File: src/shared/uart_regs_cfg.svh
// Offsets, field positions, codes and sizes of the holding and interrupt registers
`ifndef UART_REGS_CFG_SVH
`define UART_REGS_CFG_SVH

// ********************************
// Register offsets
// ********************************
`define UR_OFF_HOLD     8'h00
`define UR_OFF_ENABLE   8'h01
`define UR_OFF_STATUS   8'h02

// ********************************
// Enable bits and reset values
// ********************************
`define UR_IER_RX_DATA  0
`define UR_IER_TX_EMPTY 1
`define UR_IER_RX_ERR   2
`define UR_IER_MODEM    3
`define UR_IER_XOFF     4
`define UR_IER_RTS      5
`define UR_IER_CTS      6
`define UR_IER_RESET    8'h00
`define UR_BYTE_ZERO    8'h00

// ********************************
// Status codes
// ********************************
`define UR_ISR_NONE     8'hC1
`define UR_ISR_RX_ERR   8'hC6
`define UR_ISR_RX_DATA  8'hC4
`define UR_ISR_TIMEOUT  8'hCC
`define UR_ISR_TX_EMPTY 8'hC2
`define UR_ISR_MODEM    8'hC0
`define UR_ISR_XOFF     8'hD0
`define UR_ISR_FLOW     8'hE0

// ********************************
// FIFO control bits and sizes
// ********************************
`define UR_FCR_MODE     0
`define UR_FCR_RX_FLUSH 1
`define UR_FCR_TX_FLUSH 2
`define UR_FIFO_DEPTH   32
`define UR_DATA_W       8

`endif

File: src/shared/uart_regs_pkg.sv
// Types shared by the holding and interrupt register block
package uart_regs_pkg;
  typedef logic [7:0] byte_type;
  typedef struct packed {
    logic rx_err;
    logic rx_data;
    logic timeout;
    logic tx_empty;
    logic modem;
    logic xoff;
    logic flow;
  } pend_type;
endpackage

File: src/shared/stream_if.sv
// Valid/ready byte stream between the register block and its FIFOs
`timescale 1ns/100ps
interface stream_if #(parameter int W = 8) ();
  logic         valid;
  logic         ready;
  logic [W-1:0] data;
  modport src (output valid, output data, input ready);
  modport snk (input valid, input data, output ready);
endinterface

File: src/hw/sync_fifo.sv
// Synchronous FIFO with valid/ready on both sides and a flush
`timescale 1ns/100ps
`include "uart_regs_cfg.svh"
module sync_fifo #(
  parameter int W     = `UR_DATA_W,
  parameter int DEPTH = `UR_FIFO_DEPTH
) (
  input  wire logic                     sys_clk,
  input  wire logic                     sys_rst,
  input  wire logic                     flush,
  stream_if.snk                         wr,
  stream_if.src                         rd,
  output      logic [$clog2(DEPTH):0]   count
);
  localparam int AW = $clog2(DEPTH);

  generate
    if (DEPTH < 2 || (DEPTH & (DEPTH - 1)) != 0) begin : g_bad
      $error("sync_fifo DEPTH must be a power of two of at least 2");
    end
  endgenerate

  logic [W-1:0] mem [DEPTH];
  logic [AW:0]  wptr_reg;
  logic [AW:0]  rptr_reg;
  logic         push;
  logic         pop;

  // Full when pointers differ only in the wrap bit
  assign wr.ready = !((wptr_reg[AW] != rptr_reg[AW]) &&
                      (wptr_reg[AW-1:0] == rptr_reg[AW-1:0]));
  assign rd.valid = (wptr_reg != rptr_reg);
  assign rd.data  = mem[rptr_reg[AW-1:0]];
  assign push     = wr.valid && wr.ready;
  assign pop      = rd.valid && rd.ready;
  assign count    = wptr_reg - rptr_reg;

  always_ff @(posedge sys_clk) begin
    if (push) begin
      mem[wptr_reg[AW-1:0]] <= wr.data;
    end
  end

  // Flush wins over a push or pop in the same cycle
  always_ff @(posedge sys_clk) begin
    if (sys_rst || flush) begin
      wptr_reg <= '0;
      rptr_reg <= '0;
    end else begin
      if (push) begin
        wptr_reg <= wptr_reg + 1'b1;
      end
      if (pop) begin
        rptr_reg <= rptr_reg + 1'b1;
      end
    end
  end
endmodule // sync_fifo

File: src/hw/irq_prio.sv
// Fixed-priority encoder from pending sources to the status code
`timescale 1ns/100ps
`include "uart_regs_cfg.svh"
module irq_prio
  import uart_regs_pkg::*;
(
  input  wire pend_type pend,
  output      byte_type code
);
  always_comb begin
    if (pend.rx_err) begin
      code = `UR_ISR_RX_ERR;
    end else if (pend.rx_data) begin
      code = `UR_ISR_RX_DATA;
    end else if (pend.timeout) begin
      code = `UR_ISR_TIMEOUT;
    end else if (pend.tx_empty) begin
      code = `UR_ISR_TX_EMPTY;
    end else if (pend.modem) begin
      code = `UR_ISR_MODEM;
    end else if (pend.xoff) begin
      code = `UR_ISR_XOFF;
    end else if (pend.flow) begin
      code = `UR_ISR_FLOW;
    end else begin
      code = `UR_ISR_NONE;
    end
  end
endmodule // irq_prio

File: src/hw/uart_hold_irq.sv
// Holding, interrupt enable and interrupt status registers of one UART channel
`timescale 1ns/100ps
`include "uart_regs_cfg.svh"
// How it works
// - Holding read returns oldest byte and pops
// - Holding write appends byte to transmit tail
// - Write to full transmit queue is dropped
// - Enable bit 0 gates receive data ready
// - Enable bit 1 gates transmit empty
// - Enable bit 2 gates receive error
// - Enable bit 3 gates modem status change
// - Enable bit 4 gates xoff/special character
// - Enable bit 5 gates RTS/DTR change
// - Enable bit 6 gates CTS/DSR change
// - Status reads C1 when nothing pending
// - Status reports highest priority source only
// - Fixed status code per source, top bits set
// - Divisor latch select steals offsets zero, one
// - Offset two: read status, write FIFO control
module uart_hold_irq
  import uart_regs_pkg::*;
#(
  parameter int FIFO_DEPTH = `UR_FIFO_DEPTH
) (
  input  wire logic     sys_clk,
  input  wire logic     sys_rst,
  input  wire byte_type reg_addr,
  input  wire logic     reg_wr,
  input  wire logic     reg_rd,
  input  wire byte_type reg_wdata,
  output      byte_type reg_rdata,
  input  wire logic     line_control_dlab,
  input  wire logic     rx_in_valid,
  output      logic     rx_in_ready,
  input  wire byte_type rx_in_data,
  output      logic     tx_out_valid,
  input  wire logic     tx_out_ready,
  output      byte_type tx_out_data,
  input  wire logic     rx_error,
  input  wire logic     rx_timeout,
  input  wire logic     modem_change,
  input  wire logic     xoff_detect,
  input  wire logic     rts_change,
  input  wire logic     cts_change,
  output      logic     fifo_mode,
  output      logic     irq
);
  localparam int CW = $clog2(FIFO_DEPTH) + 1;

  generate
    if (FIFO_DEPTH < 2) begin : g_bad
      $error("uart_hold_irq FIFO_DEPTH must be at least 2");
    end
  endgenerate

  // ********************************
  // Queues
  // ********************************
  stream_if #(.W(`UR_DATA_W)) rx_wr ();
  stream_if #(.W(`UR_DATA_W)) rx_rd ();
  stream_if #(.W(`UR_DATA_W)) tx_wr ();
  stream_if #(.W(`UR_DATA_W)) tx_rd ();

  logic [CW-1:0] rx_count;
  logic [CW-1:0] tx_count;
  logic          rx_flush_reg;
  logic          tx_flush_reg;
  logic          sel_hold;
  logic          sel_en;
  logic          sel_stat;
  logic          rx_pop;
  logic          tx_push;

  assign rx_wr.valid  = rx_in_valid;
  assign rx_wr.data   = rx_in_data;
  assign rx_in_ready  = rx_wr.ready;
  assign tx_out_valid = tx_rd.valid;
  assign tx_out_data  = tx_rd.data;
  assign tx_rd.ready  = tx_out_ready;

  sync_fifo #(.W(`UR_DATA_W), .DEPTH(FIFO_DEPTH)) u_rx_fifo (
    .sys_clk (sys_clk),
    .sys_rst (sys_rst),
    .flush   (rx_flush_reg),
    .wr      (rx_wr),
    .rd      (rx_rd),
    .count   (rx_count)
  );

  sync_fifo #(.W(`UR_DATA_W), .DEPTH(FIFO_DEPTH)) u_tx_fifo (
    .sys_clk (sys_clk),
    .sys_rst (sys_rst),
    .flush   (tx_flush_reg),
    .wr      (tx_wr),
    .rd      (tx_rd),
    .count   (tx_count)
  );

  // ********************************
  // Address decode
  // ********************************
  // Divisor latch owns offsets zero and one while selected
  assign sel_hold = (reg_addr == `UR_OFF_HOLD) && !line_control_dlab;
  assign sel_en   = (reg_addr == `UR_OFF_ENABLE) && !line_control_dlab;
  assign sel_stat = (reg_addr == `UR_OFF_STATUS);

  // Pop only on a holding read; empty reads leave the queue alone
  assign rx_pop      = reg_rd && sel_hold;
  assign rx_rd.ready = rx_pop;
  assign tx_push     = reg_wr && sel_hold;
  assign tx_wr.valid = tx_push;
  assign tx_wr.data  = reg_wdata;
  // Full queue drops the byte since ready is low

  // ********************************
  // Enable and FIFO control
  // ********************************
  byte_type ier_reg;
  logic     fifo_mode_reg;

  always_ff @(posedge sys_clk) begin
    if (sys_rst) begin
      ier_reg <= `UR_IER_RESET;
    end else if (reg_wr && sel_en) begin
      ier_reg <= reg_wdata;
    end
  end

  always_ff @(posedge sys_clk) begin
    if (sys_rst) begin
      fifo_mode_reg <= 1'b0;
    end else if (reg_wr && sel_stat) begin
      fifo_mode_reg <= reg_wdata[`UR_FCR_MODE];
    end
  end

  // Flush bits are self-clearing one-cycle pulses
  always_ff @(posedge sys_clk) begin
    if (sys_rst) begin
      rx_flush_reg <= 1'b0;
      tx_flush_reg <= 1'b0;
    end else begin
      rx_flush_reg <= reg_wr && sel_stat && reg_wdata[`UR_FCR_RX_FLUSH];
      tx_flush_reg <= reg_wr && sel_stat && reg_wdata[`UR_FCR_TX_FLUSH];
    end
  end

  assign fifo_mode = fifo_mode_reg;

  // ********************************
  // Interrupt sources
  // ********************************
  // Sources are live levels; a status read clears nothing
  // Timeout shares the data-ready enable, as a receive event
  pend_type pend;
  byte_type isr_code;
  logic     irq_reg;

  always_comb begin
    pend.rx_err   = rx_error && ier_reg[`UR_IER_RX_ERR];
    pend.rx_data  = rx_rd.valid && ier_reg[`UR_IER_RX_DATA];
    pend.timeout  = rx_timeout && ier_reg[`UR_IER_RX_DATA];
    pend.tx_empty = !tx_rd.valid && ier_reg[`UR_IER_TX_EMPTY];
    pend.modem    = modem_change && ier_reg[`UR_IER_MODEM];
    pend.xoff     = xoff_detect && ier_reg[`UR_IER_XOFF];
    pend.flow     = (rts_change && ier_reg[`UR_IER_RTS]) ||
                    (cts_change && ier_reg[`UR_IER_CTS]);
  end

  irq_prio u_prio (
    .pend (pend),
    .code (isr_code)
  );

  always_ff @(posedge sys_clk) begin
    if (sys_rst) begin
      irq_reg <= 1'b0;
    end else begin
      irq_reg <= (pend != '0);
    end
  end

  assign irq = irq_reg;

  // ********************************
  // Read data
  // ********************************
  // Registered so a read answers one cycle after its strobe
  always_ff @(posedge sys_clk) begin
    if (sys_rst) begin
      reg_rdata <= `UR_BYTE_ZERO;
    end else if (reg_rd) begin
      if (sel_hold) begin
        reg_rdata <= rx_rd.data;
      end else if (sel_en) begin
        reg_rdata <= ier_reg;
      end else if (sel_stat) begin
        reg_rdata <= isr_code;
      end else begin
        reg_rdata <= `UR_BYTE_ZERO;
      end
    end
  end
endmodule // uart_hold_irq

File: config.mk
export PLATFORM = sky130hd
export DESIGN_NAME = uart_hold_irq
export DESIGN_NICKNAME = d
export VERILOG_FILES = /design/src/shared/uart_regs_pkg.sv /design/src/shared/stream_if.sv /design/src/hw/sync_fifo.sv /design/src/hw/irq_prio.sv /design/src/hw/uart_hold_irq.sv
export VERILOG_INCLUDE_DIRS = /design/src /design/src/shared
export SDC_FILE = /design/constraint.sdc
export NUM_CORES = 1
export LEC_CHECK = 0
export ABC_CLOCK_PERIOD_IN_PS = 6500
export BUFFER_PORTS_ARGS = -buffer_cell sky130_fd_sc_hd__clkbuf_2
export CORE_MARGIN = 2
export CORE_UTILIZATION = 40
export CTS_CLUSTER_DIAMETER = 60
export DETAILED_ROUTE_END_ITERATION = 10
export SKIP_LAST_GASP = 1
export SYNTH_ARGS = -nofsm -noshare
export SYNTH_HDL_FRONTEND = slang
export SYNTH_SLANG_ARGS = --single-unit
File: constraint.sdc
create_clock -name sys_clk -period 6.5 [get_ports sys_clk]
set_input_delay 0.325 -clock sys_clk [delete_from_list [all_inputs] [get_ports sys_clk]]
set_output_delay 0.325 -clock sys_clk [all_outputs]
set_load 0.02 [all_outputs]
# Yosys cells after proc, flatten, opt, wreduce, memory -nomap -nowiden
# Memory sizes are Yosys's and may differ from the RTL's. A register that Yosys moved wholly into a read port is not among the register bits.
# Index checks and enable logic that the tools add are counted.
dict set report classes {
  addsub 4
  eq_ne 8
  reduce_logical 31
  muxes 18
}
# operator n
set ops {}
lappend ops {{2-to-1 mux 8 bit} 9}
lappend ops {{adder 6 x 1 -> 6 bit, second input constant} 4}
lappend ops {{logical AND 1 bit} 22}
lappend ops {{2-to-1 mux 5 bit} 4}
lappend ops {{!= test 6 bit} 2}
lappend ops {{== test 5 bit} 2}
lappend ops {{== test 8 x 1 -> 1 bit, second input constant} 1}
lappend ops {{== test 8 x 2 -> 1 bit, second input constant} 1}
lappend ops {{zero test 8 bit} 1}
lappend ops {{nonzero test 7 bit} 1}
lappend ops {{2-to-1 mux 6 bit} 1}
lappend ops {{zero test 1 bit} 4}
lappend ops {{2-to-1 mux 1 bit} 4}
lappend ops {{logical OR 1 bit} 3}
lappend ops {{!= test 1 bit} 2}
dict set report word_totals {
  output_inout_bits 20
  wordCells 73
  mem_count 2
  input_bits 37
  regBits 44
  mem_bits_rw 512
}
# memory words word_bits read_ports rd_ports_with_merged_regs wr line_no
set mem_list {}
lappend mem_list {u_rx_fifo.mem 32 8 1 1 1 sync_fifo.sv:23} ;# logic [W-1:0] mem [DEPTH];
lappend mem_list {u_tx_fifo.mem 32 8 1 1 1 sync_fifo.sv:23}

# Longest topological paths before layout
dict set report logic_depth {
  ltp_word 12
  ltp_mapped 8
  ltp_nobuf 5
}

# Cells and area by module
# A second synthesis with hierarchy kept.
dict set report unflattened {
  hier_cells 1202
  hier_area_um2 22532.9
}
# mod instances area_per_inst_um2 cells_per_inst seq_area_each_um2
set modules_own_cells {}
lappend modules_own_cells {{sync_fifo at u_rx_fifo} 1 10702.8 541 8027.7}
lappend modules_own_cells {{sync_fifo at u_tx_fifo} 1 10699.0 540 8027.7}
lappend modules_own_cells {uart_hold_irq 1 1036.0 110 400.4}
lappend modules_own_cells {irq_prio 1 95.1 11 0.0}

# Worst setup path after synthesis
# No wires, ideal clock.
dict set report synth_timing {
  path_type {register to output}
  startpoint {reg with a tool-made name}
  endpoint {out tx_out_data[0]}
  path_buffers 2
  path_stages_with_launch 6
  t_arrival_ns 2.045
  path_slack_ns 4.130
  required_ns 6.175
  path_cell_list {dfxtp_1 buf_4 buf_2 mux4_2 mux4_2 mux2_2}
}
# element line_no
set synth_lines {}
lappend synth_lines {{end: declaration} uart_hold_irq.sv:38} ;# output byte_type tx_out_data,

==> qor.yml <==
worst_setup_path:
  timing_worst_setup_path_type: "reg2out"
  worst_ep_arrival_time_ns: 3.66
  path_max_fanout: 36
  required_ns: 6.17
  crit_slowest_cell: "dfxtp_4"
  path_delay_family: "multiplexers"
  crit_top_cell: "mux4_2"
  crit_chain: "buf_4 -> mux4_2 -> mux4_2 -> mux2_2 -> clkbuf_2"
  rr_endpoint: "reg_rdata[0]"
  end_kind: "output pin"
  slowest_delay_ns: 0.73
  worst-path-buf-inv: 2
  rr_worst_depth: 6
  rrSetupSlack_ns: 3.43
  worst_setup_path_start_kind: "register"
placement:
  place_area_um2: 23400
  port_buffers: 56
  routabilityCongestion: 0.792
  post-dp-hpwl_mm: 31.2
yosys:
  synth_top_family_by_area: "multiplexers"
  ys_seq_area_share_pct: 73.5
  synth.cell_area_um2: 22400
  yosys.area_share.simple_pct: 4.85
  ys_types: 59
  synth_nets: 1214
  synthMuxAreaShare_pct: 16.0
  ys_warn_count: 0
  async_flop_share_pct: 0
  synth-compound-area-share_pct: 2.65
  synth-edff-count: 512
  synth-adder-area-share_pct: 0.559
  syn_inst: 1167
  synth-xor-area-share_pct: 1.10
  synth_flop_cell: "edfxtp_1"
  ys_ff_latch: 566
  syn_area_per_cell_um2: 19.2
route:
  routedWlPerCell_um: 24.5
  first_iter_violations: 1104
  drtAntennaViolNets: 0
  vias: 11200
  wl_mm: 49.6
  routed_via_density: 5.53
  detail_route.first_pass.iterations: 5
  drc: 0
layout:
  final_cell_mix: "edfxtp_1 (512), mux4_2 (145), nor2_1 (102)"
  antenna_cells: 0
  nets: 1277
  final_common_cell: "edfxtp_1"
  areaGrowthSynthToFinish_pct: 13.0
  design_area_um2: 25300
  final_core_util_pct: 45.8
  final_layout_size_suffix_gt1_share_pct: 25.3
  n_fill_cell: 4628
sta:
  whs_ns: 0.102
  setup_violations: 0
  fin_crit_sh_pct: 61.3
  setup_tns_ns: 0
  final-hold-violation-count: 0
  min_period_ns: 3.99
  tightest_slew_ns: 1.21
  rsz0062_at_grt: "false"
  maxSlewViolCount: 0
  clock-skew-final_ns: 0.0244
  max_freq_mhz: 251
  relSlewSlack_pct: 18.7
power_and_ir_drop:
  p_sw_w: 0.00148
  total_power_w: 0.00743
  swShare_pct: 19.9
  pwr-share-seq_pct: 53.7
  p_leak_nw: 7.68
  pwr-share-comb_pct: 1.7
  p_per_area_nw_per_um2: 294
  vdd_drop_max_mv: 0.217
  internal_power_w: 0.00595
  pwr-share-clk_pct: 44.6
clock_tree:
  postCtsSetupBuffers: 0
  htree_levels: 2
  clock_sinks: 566
  worstSkewPairLatency_ns: 0.61
  cts_tree: "built"
  cts_root_buf: "clkbuf_16"
  cts_buffers: 56
  clk_pin_slew_worst_paths_ns: 0.06
  ctsResizeCount: 0
  clockBufferDepth: 3
  hold_buffers: 0
status:
  status: "finished clean"
global_route:
  grt_pass1_wl_mm: 73.8
  antenna_found_initial: 0
  gr-total-overflow: 0
  grt_max_degree: 65
  grt_pass1_vias: 11200
  grtUsageTotal_pct: 17.5
floorplanning:
  die_w_um: 241
  coreArea_um2: 55200
  io_pins: 57
  num_rows: 86
  start_util_pct: 40.6
  die_height_um: 241
  die_area_um2: 57900
worst_hold_path:
  min_to: "reg_rdata[3]"
  min_path_cells: 3
  hold_start: "rx_timeout"
  holdCritPathClass: "in2reg"
job:
  cap_violations: 0
==> kinds of logic after synthesis <==
logic type,Yosys count
flops,566
simple gates,235
mux,175
compound gates,86
buf+inv,67
xor+xnor,28
fa+ha+maj,10
==> synth_stat cells (all sizes together), types with 5 or more instances <==
cell	count	area [um^2]
mux2i	22	220
inv	9	33.8
o21ai	9	45.0
nor2	102	383
nor3	7	35.0
ha	10	125
buf	31	175
nand4	6	37.5
a22oi	9	67.6
nand3	30	150
or2	8	50.1
xnor2	18	158
and2	5	31.3
nand2	45	169
and3	7	43.8
mux4	145	3270
a21oi	23	115
o211ai	6	45.0
edfxtp	512	15400
mux2	8	90.1
xor2	10	87.6
dfxtp	54	1080
clkbuf	27	101
==> worst min-delay path, stage by stage <==
cell and delay [ns]:
clkbuf_2 0.11, a41oi_1 0.09, o21ai_0 0.13
==> worst max-delay path by stage <==
stage	slack, ns	end	depth (start not counted)
CTS	2.40	tx_out_data[6]	5
detailed placement	3.06	tx_out_data[6]	5
global route	2.27	tx_out_data[6]	5
global placement	3.09	tx_out_data[6]	5
floorplan	4.13	tx_out_data[0]	5
finish	2.51	tx_out_data[6]	5
==> through the flow <==
stage / setup WS (ns) / std cells
after floorplan: 4.13 / 1167
after global placement: 3.09 / 1920
after detailed placement: 3.06 / 1920
after CTS: 2.40 / 2026
after global routing: 2.27 / 2026
final: 2.51 / 2026
==> power by group through the flow <==
stage	clock network (W)	logic (W)	registers, W
3_5_place_dp	0	0.000131	0.00406
5_1_grt	0.00352	0.000142	0.00398
4_1_cts	0.00337	0.000131	0.00398
6_report	0.00331	0.000129	0.00398
2_1_floorplan	0	0.0000441	0.00406
3_3_place_gp	0	0.000126	0.00406
==> routing by layer <==
metal / GRT usage (%) / wire length (um) / vias to the layer above
met5: 0 / 0 / -
met3: 2.96 / 2700 / 74
li1: - / - / 4871
met1: 24.4 / 21600 / 5890
met2: 28.5 / 24100 / 365
met4: 5.04 / 1220 / 0
==> layout make-up <==
type | instances | area [um^2] | area share (%)
multi-input cells | 534 | 5630 | 22.2
well taps | 748 | 936 | 3.70
inverters | 9 | 33.8 | 0.134
clock buffers | 76 | 1620 | 6.40
clock inverters | 30 | 283 | 1.12
flip-flops and latches | 566 | 16500 | 65.1
repair buffers | 63 | 333 | 1.32
Note: power is estimated with default switching activity, not from simulation.
